`config.mk`:
```
export PLATFORM = sky130hd
export DESIGN_NAME = rtc_async_bus_port
export DESIGN_NICKNAME = d
export VERILOG_FILES = /design/src/design/rtc_port_pkg.sv /design/src/design/pin_sync.sv /design/src/design/rtc_async_bus_port.sv
export SDC_FILE = /design/constraint.sdc
export NUM_CORES = 1
export LEC_CHECK = 0
export BUFFER_PORTS_ARGS = -buffer_cell sky130_fd_sc_hd__buf_2
export CAP_MARGIN = 0
export CORE_ASPECT_RATIO = 0.5
export CORE_MARGIN = 4
export CORE_UTILIZATION = 42
export CTS_CLUSTER_SIZE = 8
export DETAILED_ROUTE_END_ITERATION = 10
export SYNTH_ARGS = -nofsm -noshare
export SYNTH_HDL_FRONTEND = slang
export SYNTH_SLANG_ARGS = --single-unit
```
`constraint.sdc`:
```
create_clock -name sys_clk -period 2 [get_ports sys_clk]
set_clock_uncertainty 0.05 [all_clocks]
set_input_delay 0.4 -clock sys_clk [delete_from_list [all_inputs] [get_ports sys_clk]]
set_output_delay 0.4 -clock sys_clk [all_outputs]
set_load 0.01 [all_outputs]
```
`src/design/rtc_port_pkg.sv`:
```
// Summary of operation
// - write strobe high with register select low is a read cycle.
// - four address lines pick one of sixteen clock registers.
// - read data timed from the later of select low or output enable low.
// - read data valid within 70 ns (85 ns slow grade) of stable address.
// - read data valid within 70 ns (85 ns slow grade) of select falling.
// - data lines float within 20 ns of output enable or select rising; the port takes up to 24 ns at an 8 ns clock.
// - old read data holds at least 5 ns after an address change.
// - external select low steers the access to the external RAM.
// - write strobe and select both low after stable address is a write.
// - write spans later falling edge to earlier rising edge of strobe, select.
// - output enable high in writes; falling strobe floats outputs in 20 ns; the port takes up to 24 ns at an 8 ns clock.
// - outputs stay floating at least 5 ns after write strobe rises.
// - write with select low stores the data byte in the addressed register.
// - write with external select low, register select high goes to RAM.
// - bank enables follow the high address line while external select low.
// - register select high deselects; data lines float.
package rtc_port_pkg;
   // ************************************************************
   // geometry
   // ************************************************************
   localparam int addr_width = 4;
   localparam int data_width = 8;
   localparam int reg_count = 16;
   localparam logic [7:0] reg_reset_value = 8'h00;
   // ************************************************************
   // timing, faster grade
   // ************************************************************
   localparam int clk_period_ns = 8;
   localparam int read_access_ns = 70;
   localparam int oe_access_ns = 25;
   localparam int float_ns = 20;
   localparam int hold_min_ns = 5;
   localparam int read_access_cycles = read_access_ns / clk_period_ns;
   localparam int oe_access_cycles = oe_access_ns / clk_period_ns;
   localparam int float_cycles = float_ns / clk_period_ns;
   localparam int hold_min_cycles = (hold_min_ns + clk_period_ns - 1) / clk_period_ns;
endpackage : rtc_port_pkg

```
`src/design/pin_sync.sv`:
```
`timescale 1ns/1ns
// two-stage synchroniser for a group of pin inputs
module pin_sync #(
   parameter int width = 1
) (
   input wire logic sys_clk,
   input wire logic reset_n,
   input wire logic [width-1:0] pin_in,
   output logic [width-1:0] pin_out
);
   logic [width-1:0] meta_reg;

   always_ff @(posedge sys_clk) begin
      if (!reset_n) begin
         meta_reg <= '0;
         pin_out <= '0;
      end else begin
         meta_reg <= pin_in;
         pin_out <= meta_reg;
      end
   end
endmodule : pin_sync

```
`src/design/rtc_async_bus_port.sv`:
```
`timescale 1ns/1ns
module rtc_async_bus_port (
   input wire logic sys_clk,
   input wire logic reset_n,
   input wire logic [3:0] reg_addr_lines,
   input wire logic reg_select_n,
   input wire logic output_enable_n,
   input wire logic write_strobe_n,
   input wire logic ext_ram_select_n,
   input wire logic [7:0] byte_data_lines_in,
   output logic [7:0] byte_data_lines_out,
   output logic [7:0] byte_data_lines_oe,
   output logic ram_bank_one_enable_n,
   output logic ram_bank_two_enable_n
);
   // ************************************************************
   // pin synchronisers
   // ************************************************************
   // selects reset high (idle) so no access is seen out of reset
   logic [3:0] addr_s;
   logic [7:0] din_s;
   logic [3:0] ctl_s;
   logic [3:0] ctl_raw;
   logic sel_n;
   logic oe_n;
   logic wr_n;
   logic ext_n;

   assign ctl_raw = ~{reg_select_n, output_enable_n, write_strobe_n, ext_ram_select_n};

   pin_sync #(.width(4)) u_addr_sync (
      .sys_clk(sys_clk),
      .reset_n(reset_n),
      .pin_in(reg_addr_lines),
      .pin_out(addr_s)
   );
   pin_sync #(.width(8)) u_data_sync (
      .sys_clk(sys_clk),
      .reset_n(reset_n),
      .pin_in(byte_data_lines_in),
      .pin_out(din_s)
   );
   pin_sync #(.width(4)) u_ctl_sync (
      .sys_clk(sys_clk),
      .reset_n(reset_n),
      .pin_in(ctl_raw),
      .pin_out(ctl_s)
   );

   assign sel_n = ~ctl_s[3];
   assign oe_n = ~ctl_s[2];
   assign wr_n = ~ctl_s[1];
   assign ext_n = ~ctl_s[0];

   // ************************************************************
   // cycle decode
   // ************************************************************
   logic read_cycle;
   logic write_cycle;
   logic drive_ok;
   logic write_end;
   logic wr_active_reg;
   logic [3:0] wr_addr_reg;
   logic [7:0] wr_data_reg;

   assign read_cycle = wr_n && !sel_n;
   assign write_cycle = !wr_n && !sel_n;
   // write ends at first rising strobe or select
   assign write_end = wr_active_reg && !write_cycle;
   // drive only in a read with output enable low
   assign drive_ok = read_cycle && !oe_n;

   // ************************************************************
   // register array
   // ************************************************************
   logic [7:0] regs_reg [rtc_port_pkg::reg_count];

   // track write span, latch last data before end
   always_ff @(posedge sys_clk) begin
      if (!reset_n) begin
         wr_active_reg <= 1'b0;
         wr_addr_reg <= 4'h0;
         wr_data_reg <= 8'h00;
      end else begin
         wr_active_reg <= write_cycle;
         if (write_cycle) begin
            wr_addr_reg <= addr_s;
            wr_data_reg <= din_s;
         end
      end
   end

   // store byte at write end; one register per address
   genvar gi;
   generate
      for (gi = 0; gi < rtc_port_pkg::reg_count; gi++) begin : g_reg
         always_ff @(posedge sys_clk) begin
            if (!reset_n) begin
               regs_reg[gi] <= rtc_port_pkg::reg_reset_value;
            end else if (write_end && wr_addr_reg == 4'(gi)) begin
               regs_reg[gi] <= wr_data_reg;
            end
         end
      end
   endgenerate

   // ************************************************************
   // read data path
   // ************************************************************
   // synchronised pins plus one output stage stay well inside 70/25/20 ns
   // only in a faster clock; at 8 ns the three stages take up to 24 ns
   logic [7:0] rd_sel;
   assign rd_sel = regs_reg[addr_s];

   // output driven one cycle after decode
   always_ff @(posedge sys_clk) begin
      if (!reset_n) begin
         byte_data_lines_out <= 8'h00;
         byte_data_lines_oe <= 8'h00;
      end else begin
         byte_data_lines_out <= drive_ok ? rd_sel : byte_data_lines_out;
         byte_data_lines_oe <= {8{drive_ok}};
      end
   end

   // ************************************************************
   // external ram bank enables
   // ************************************************************
   logic bank_one_next;
   logic bank_two_next;
   // high address bit picks bank while external select low
   assign bank_one_next = !(!ext_n && !addr_s[3]);
   assign bank_two_next = !(!ext_n && addr_s[3]);

   always_ff @(posedge sys_clk) begin
      if (!reset_n) begin
         ram_bank_one_enable_n <= 1'b1;
         ram_bank_two_enable_n <= 1'b1;
      end else begin
         ram_bank_one_enable_n <= bank_one_next;
         ram_bank_two_enable_n <= bank_two_next;
      end
   end
endmodule : rtc_async_bus_port

```
## Yosys cells after proc, flatten, opt, wreduce, memory -nomap -nowiden

Memory sizes are Yosys's and may differ from the RTL's. A register that Yosys moved wholly into a read port is not among the register bits.
Index checks and enable logic that the tools add are counted.
Widths: inputs -> output; s select.

- Register bits after elaboration: 48
- RAM bits: 128
- Bits of input ports: 18
- Output and inout port bits: 18
- Word-level logic and storage cells: 139
- Memories: 1

Memory list:

| name | words | width | read ports | clocked after memory_dff | write ports | RTL line | source |
|---|---|---|---|---|---|---|---|
| regs_reg | 16 | 8 | 1 | 1 | 16 | rtc_async_bus_port.sv:76 | `logic [7:0] regs_reg [rtc_port_pkg::reg_count];` |

- Eq/ne operators: 15
- Muxes and demuxes: 65
- Bitwise logic cells: 18
- Reductions and logical operators: 28

Operator list:

| kind | count |
|---|---|
| $mux 8 | 16 |
| $mux 1 | 49 |
| $eq 4x4->1 const B | 8 |
| $logic_and 1x1->1 | 22 |
| $eq 4x3->1 const B | 4 |
| $or 1x1->1 | 16 |
| $eq 4x2->1 const B | 2 |
| $logic_not 1->1 | 5 |
| $eq 4x1->1 const B | 1 |
| $logic_not 4->1 | 1 |
| $not 4->4 | 1 |
| $not 1->1 | 1 |

## Depth between registers and ports, before layout

- Depth after elaboration: 8
- Mapped depth: 6
- Gate-level depth less buffers: 4

## By module

A second synthesis with hierarchy kept.

- Cells, all modules: 558
- Area, all modules: 7638.6 sq um

By module, submodules not included:

| module | times used | cells each | area each (sq um) | seq. area each (sq um) |
|---|---|---|---|---|
| rtc_async_bus_port | 1 | 493 | 6771.5 | 4324.1 |
| pin_sync (u_data_sync) | 1 | 33 | 446.7 | 320.3 |
| pin_sync (u_addr_sync ...) | 2 | 16 | 210.2 | 160.2 |

## Worst setup path before layout

Ideal clock, no wire load.

- Kind: reg-to-reg
- From: register u_ctl_sync.pin_out[1]
- To: memory regs_reg[8][0] (enable)
- Setup time: 0.374 ns
- Data arrival time: 1.565 ns
- Data required time: 1.576 ns
- Slack: 0.011 ns
- Cell stages (with the launch flop): 5
- Path buffers: 1
- Clock period less this slack: 1.989 ns
- Path through: dfxtp_1 and2_1 or4b_1 buf_4 o21ai_1

RTL lines:

| item | RTL line | source |
|---|---|---|
| start: declaration | pin_sync.sv:9 | `output logic [width-1:0] pin_out` |
| start signal: assignment | pin_sync.sv:19 | `pin_out <= meta_reg;` |
| end: declaration | rtc_async_bus_port.sv:76 |  |

==> out/qor.yml <==
final_layout:
  largest_reg_flops: 128
  instances_no_fill: 849
  fin_nets: 620
  antenna_cells: 0
  area_growth_pct: 15.10
  stdcell_area_sq_mm: 0.008791
  drive_gt1_share_pct: 21.79
  fin_util_pct: 49.91
placement:
  dpl-instance-area_sq_mm: 0.008209
  gp_congestion: 0.8174
  dpl.hpwl_mm: 11.78
  io_buffers: 35
  dp_cells: 817
synth:
  syn_area_per_cell_sq_um: 13.94
  synth_area_sq_mm: 0.007637
  ys_seq_elements: 184
  synth.most_common_cell: "and2_1"
  synthFlopType: "edfxtp_1"
  yosys_warnings: 0
  synth-edff-count: 128
  netlist_instances: 548
  ys_types: 33
  yosysTopAreaCellShare_pct: 50.33
  synth_area_leaders: "edfxtp_1 50%, dfxtp_1 15%, and2_1 13%"
  syn_nets: 566
  yosysTopAreaCell: "edfxtp_1"
  ys_top_cells_by_count: "158 x and2_1, 128 x edfxtp_1, 56 x dfxtp_1, 26 x nand2_1, 21 x mux4_2"
  ys_seq_area_share_pct: 65.01
  synthArstFlopShare_pct: 0
clocking:
  cts.sinks: 184
  clock_latency_ns: 0.43
  clk_pin_slew_ns: 0.07
  cts_buffers: 17
  htreeDepth: 4
  root_buffer: "clkbuf_16"
  cts_buffer_depth: 2
  cts_hold_buf: 0
  cts_tree: "done"
min_path:
  hold_path_class: "input port to flop"
  hp-start: "ext_ram_select_n"
  hold_path_depth: 2
critical_path:
  crit_path_end_kind: "flop"
  crit_start: "wr_addr_reg[3]"
  critPathKind: "flop to flop"
  r2r_start: "wr_addr_reg[3]"
  path_buf_inv: 0
  crit_chain: "nand2b_1, or2_2, nor2_1, and2_1"
  cpMaxStageDelayCell: "nor2_1"
  worst-r2r-cell-count: 4
  cp.required_ns: 2.24
  worst_setup_path_start_kind: "flop"
  cp_top_family: "simple AND/OR/NAND/NOR gates"
  arrival_ns: 2.12
  cp_num_cells: 4
  path_max_fanout: 8
  critPathMaxStageDelay_ns: 0.52
timing:
  worst_pin_slew_ns: 1.024
  final.setup.tns_ns: 0
  finalCritPeriodShare_pct: 94.08
  slew_viol_final: 0
  hold_viol_final: 0
  slew_headroom_pct: 31.39
  grt_setup_unrepaired: "no"
  max_freq_ghz: 0.5315
  setup_violations: 0
  finalCriticalPeriod_ns: 1.882
detailed_routing:
  drt_iter0_drc: 438
  vias: 4364
  wl_per_cell_um: 19.89
  drt-pass1-iter-count: 6
  wl_mm: 16.88
  routed_via_density: 5.140
  route.detailed.drc: 0
  antenna_left: 0
grt:
  grt_start_max_net_pins: 31
  grt_antenna_before_repair: 0
  track_usage_pct: 17.36
  grt_pass1_wl_mm: 25.85
  grt_pass1_vias: 4259
  grt_overflow: 0
pwr:
  ir_worst_vdd_mv: 0.5682
  power_mw: 7.842
  power_density_mw_per_mm2: 892.1
  leakage_nw: 3.227
floorplanning:
  initial_core_util_pct: 43.36
  die_h_um: 103.4
  num_rows: 34
  die_w_um: 198.7
  design.core.area_sq_mm: 0.01761
  io_pins: 36
  dieArea_sq_mm: 0.02054
job:
  max_cap_viol_count: 0
status:
  status: "finished clean"
[cell families (layout without fill, tap and decap cells)]
family	after synthesis	after routing	share of synthesized area, %
AO/OA/AOI/OAI	51	51	3.981
buffers and inverters	37	104	2.539
flip-flops	184	184	65.01
multiplexers	48	48	10.83
AND/OR/NAND/NOR	228	228	17.64
[placed cells by master, fill, tap and decap left out, types with 3 or more instances in the layout]
cell	synthesis	layout
and2_1	158	158
edfxtp_1	128	128
dfxtp_1	56	54
buf_2	5	35
buf_4	9	33
nand2_1	26	26
mux4_2	21	21
mux2i_1	20	20
clkbuf_16	0	19
nor2_1	18	18
o21ai_1	12	12
o21ai_0	12	12
a21oi_1	12	12
nand2b_1	9	9
a22oi_1	7	7
a32oi_1	6	6
mux4_1	5	5
nor2_4	4	4
or2_2	3	3
inv_6	0	3
inv_4	0	3
[layer usage]
| layer | wire length (um) | vias to the layer above | global-route usage [%] |
|---|---|---|---|
| li1 | - | 2059 | - |
| met1 | 8487 | 2166 | 26.53 |
| met2 | 6968 | 131 | 24.58 |
| met3 | 1334 | 8 | 5.049 |
| met4 | 93 | 0 | 3.939 |
| met5 | 0 | - | 0 |
[power breakdown]
| part | total (mW) | switching (mW) | internal (mW) | leakage (nW) |
|---|---|---|---|---|
| clock network | 3.29 | 1.46 | 1.83 | 0.296 |
| registers | 4.22 | 0.0485 | 4.17 | 1.78 |
| logic | 0.327 | 0.177 | 0.150 | 1.15 |
| total | 7.84 | 1.69 | 6.15 | 3.23 |
[worst paths after layout]
| check | slack (ns) | to |
|---|---|---|
| setup / recovery | 0.12 | regs_reg[7][4] |
| hold / removal | 0.06 | u_ctl_sync.meta_reg[0] |
| hold reg to reg | 0.36 | ram_bank_two_enable_n |
| setup reg to reg | 0.12 | regs_reg[7][4] |
[area by class of cell]
type	count	area (sq um)
Tap cell	234	292.8
Timing Repair Buffer	70	462.9
Clock buffer	21	483.0
Multi-Input combinational cell	327	2482
Fill cell	1544	8821
Inverter	2	7.507
Clock inverter	11	95.09
Sequential cell	184	4967
[stage by stage]
stage,hold WS [ns],setup slack (ns)
detailed placement,0.3451,0.09823
CTS,0.05037,0.07077
global placement,0.3493,0.09855
finish,0.06157,0.1184
floorplan,0.3316,0.01135
global route,0.05283,0.02617
[what timing repair did]
item,in CTS,in global routing
resized for setup,0,1
setup endpoints to repair,0,26
buffers inserted,0,0
(Power assumes the default switching activity.)
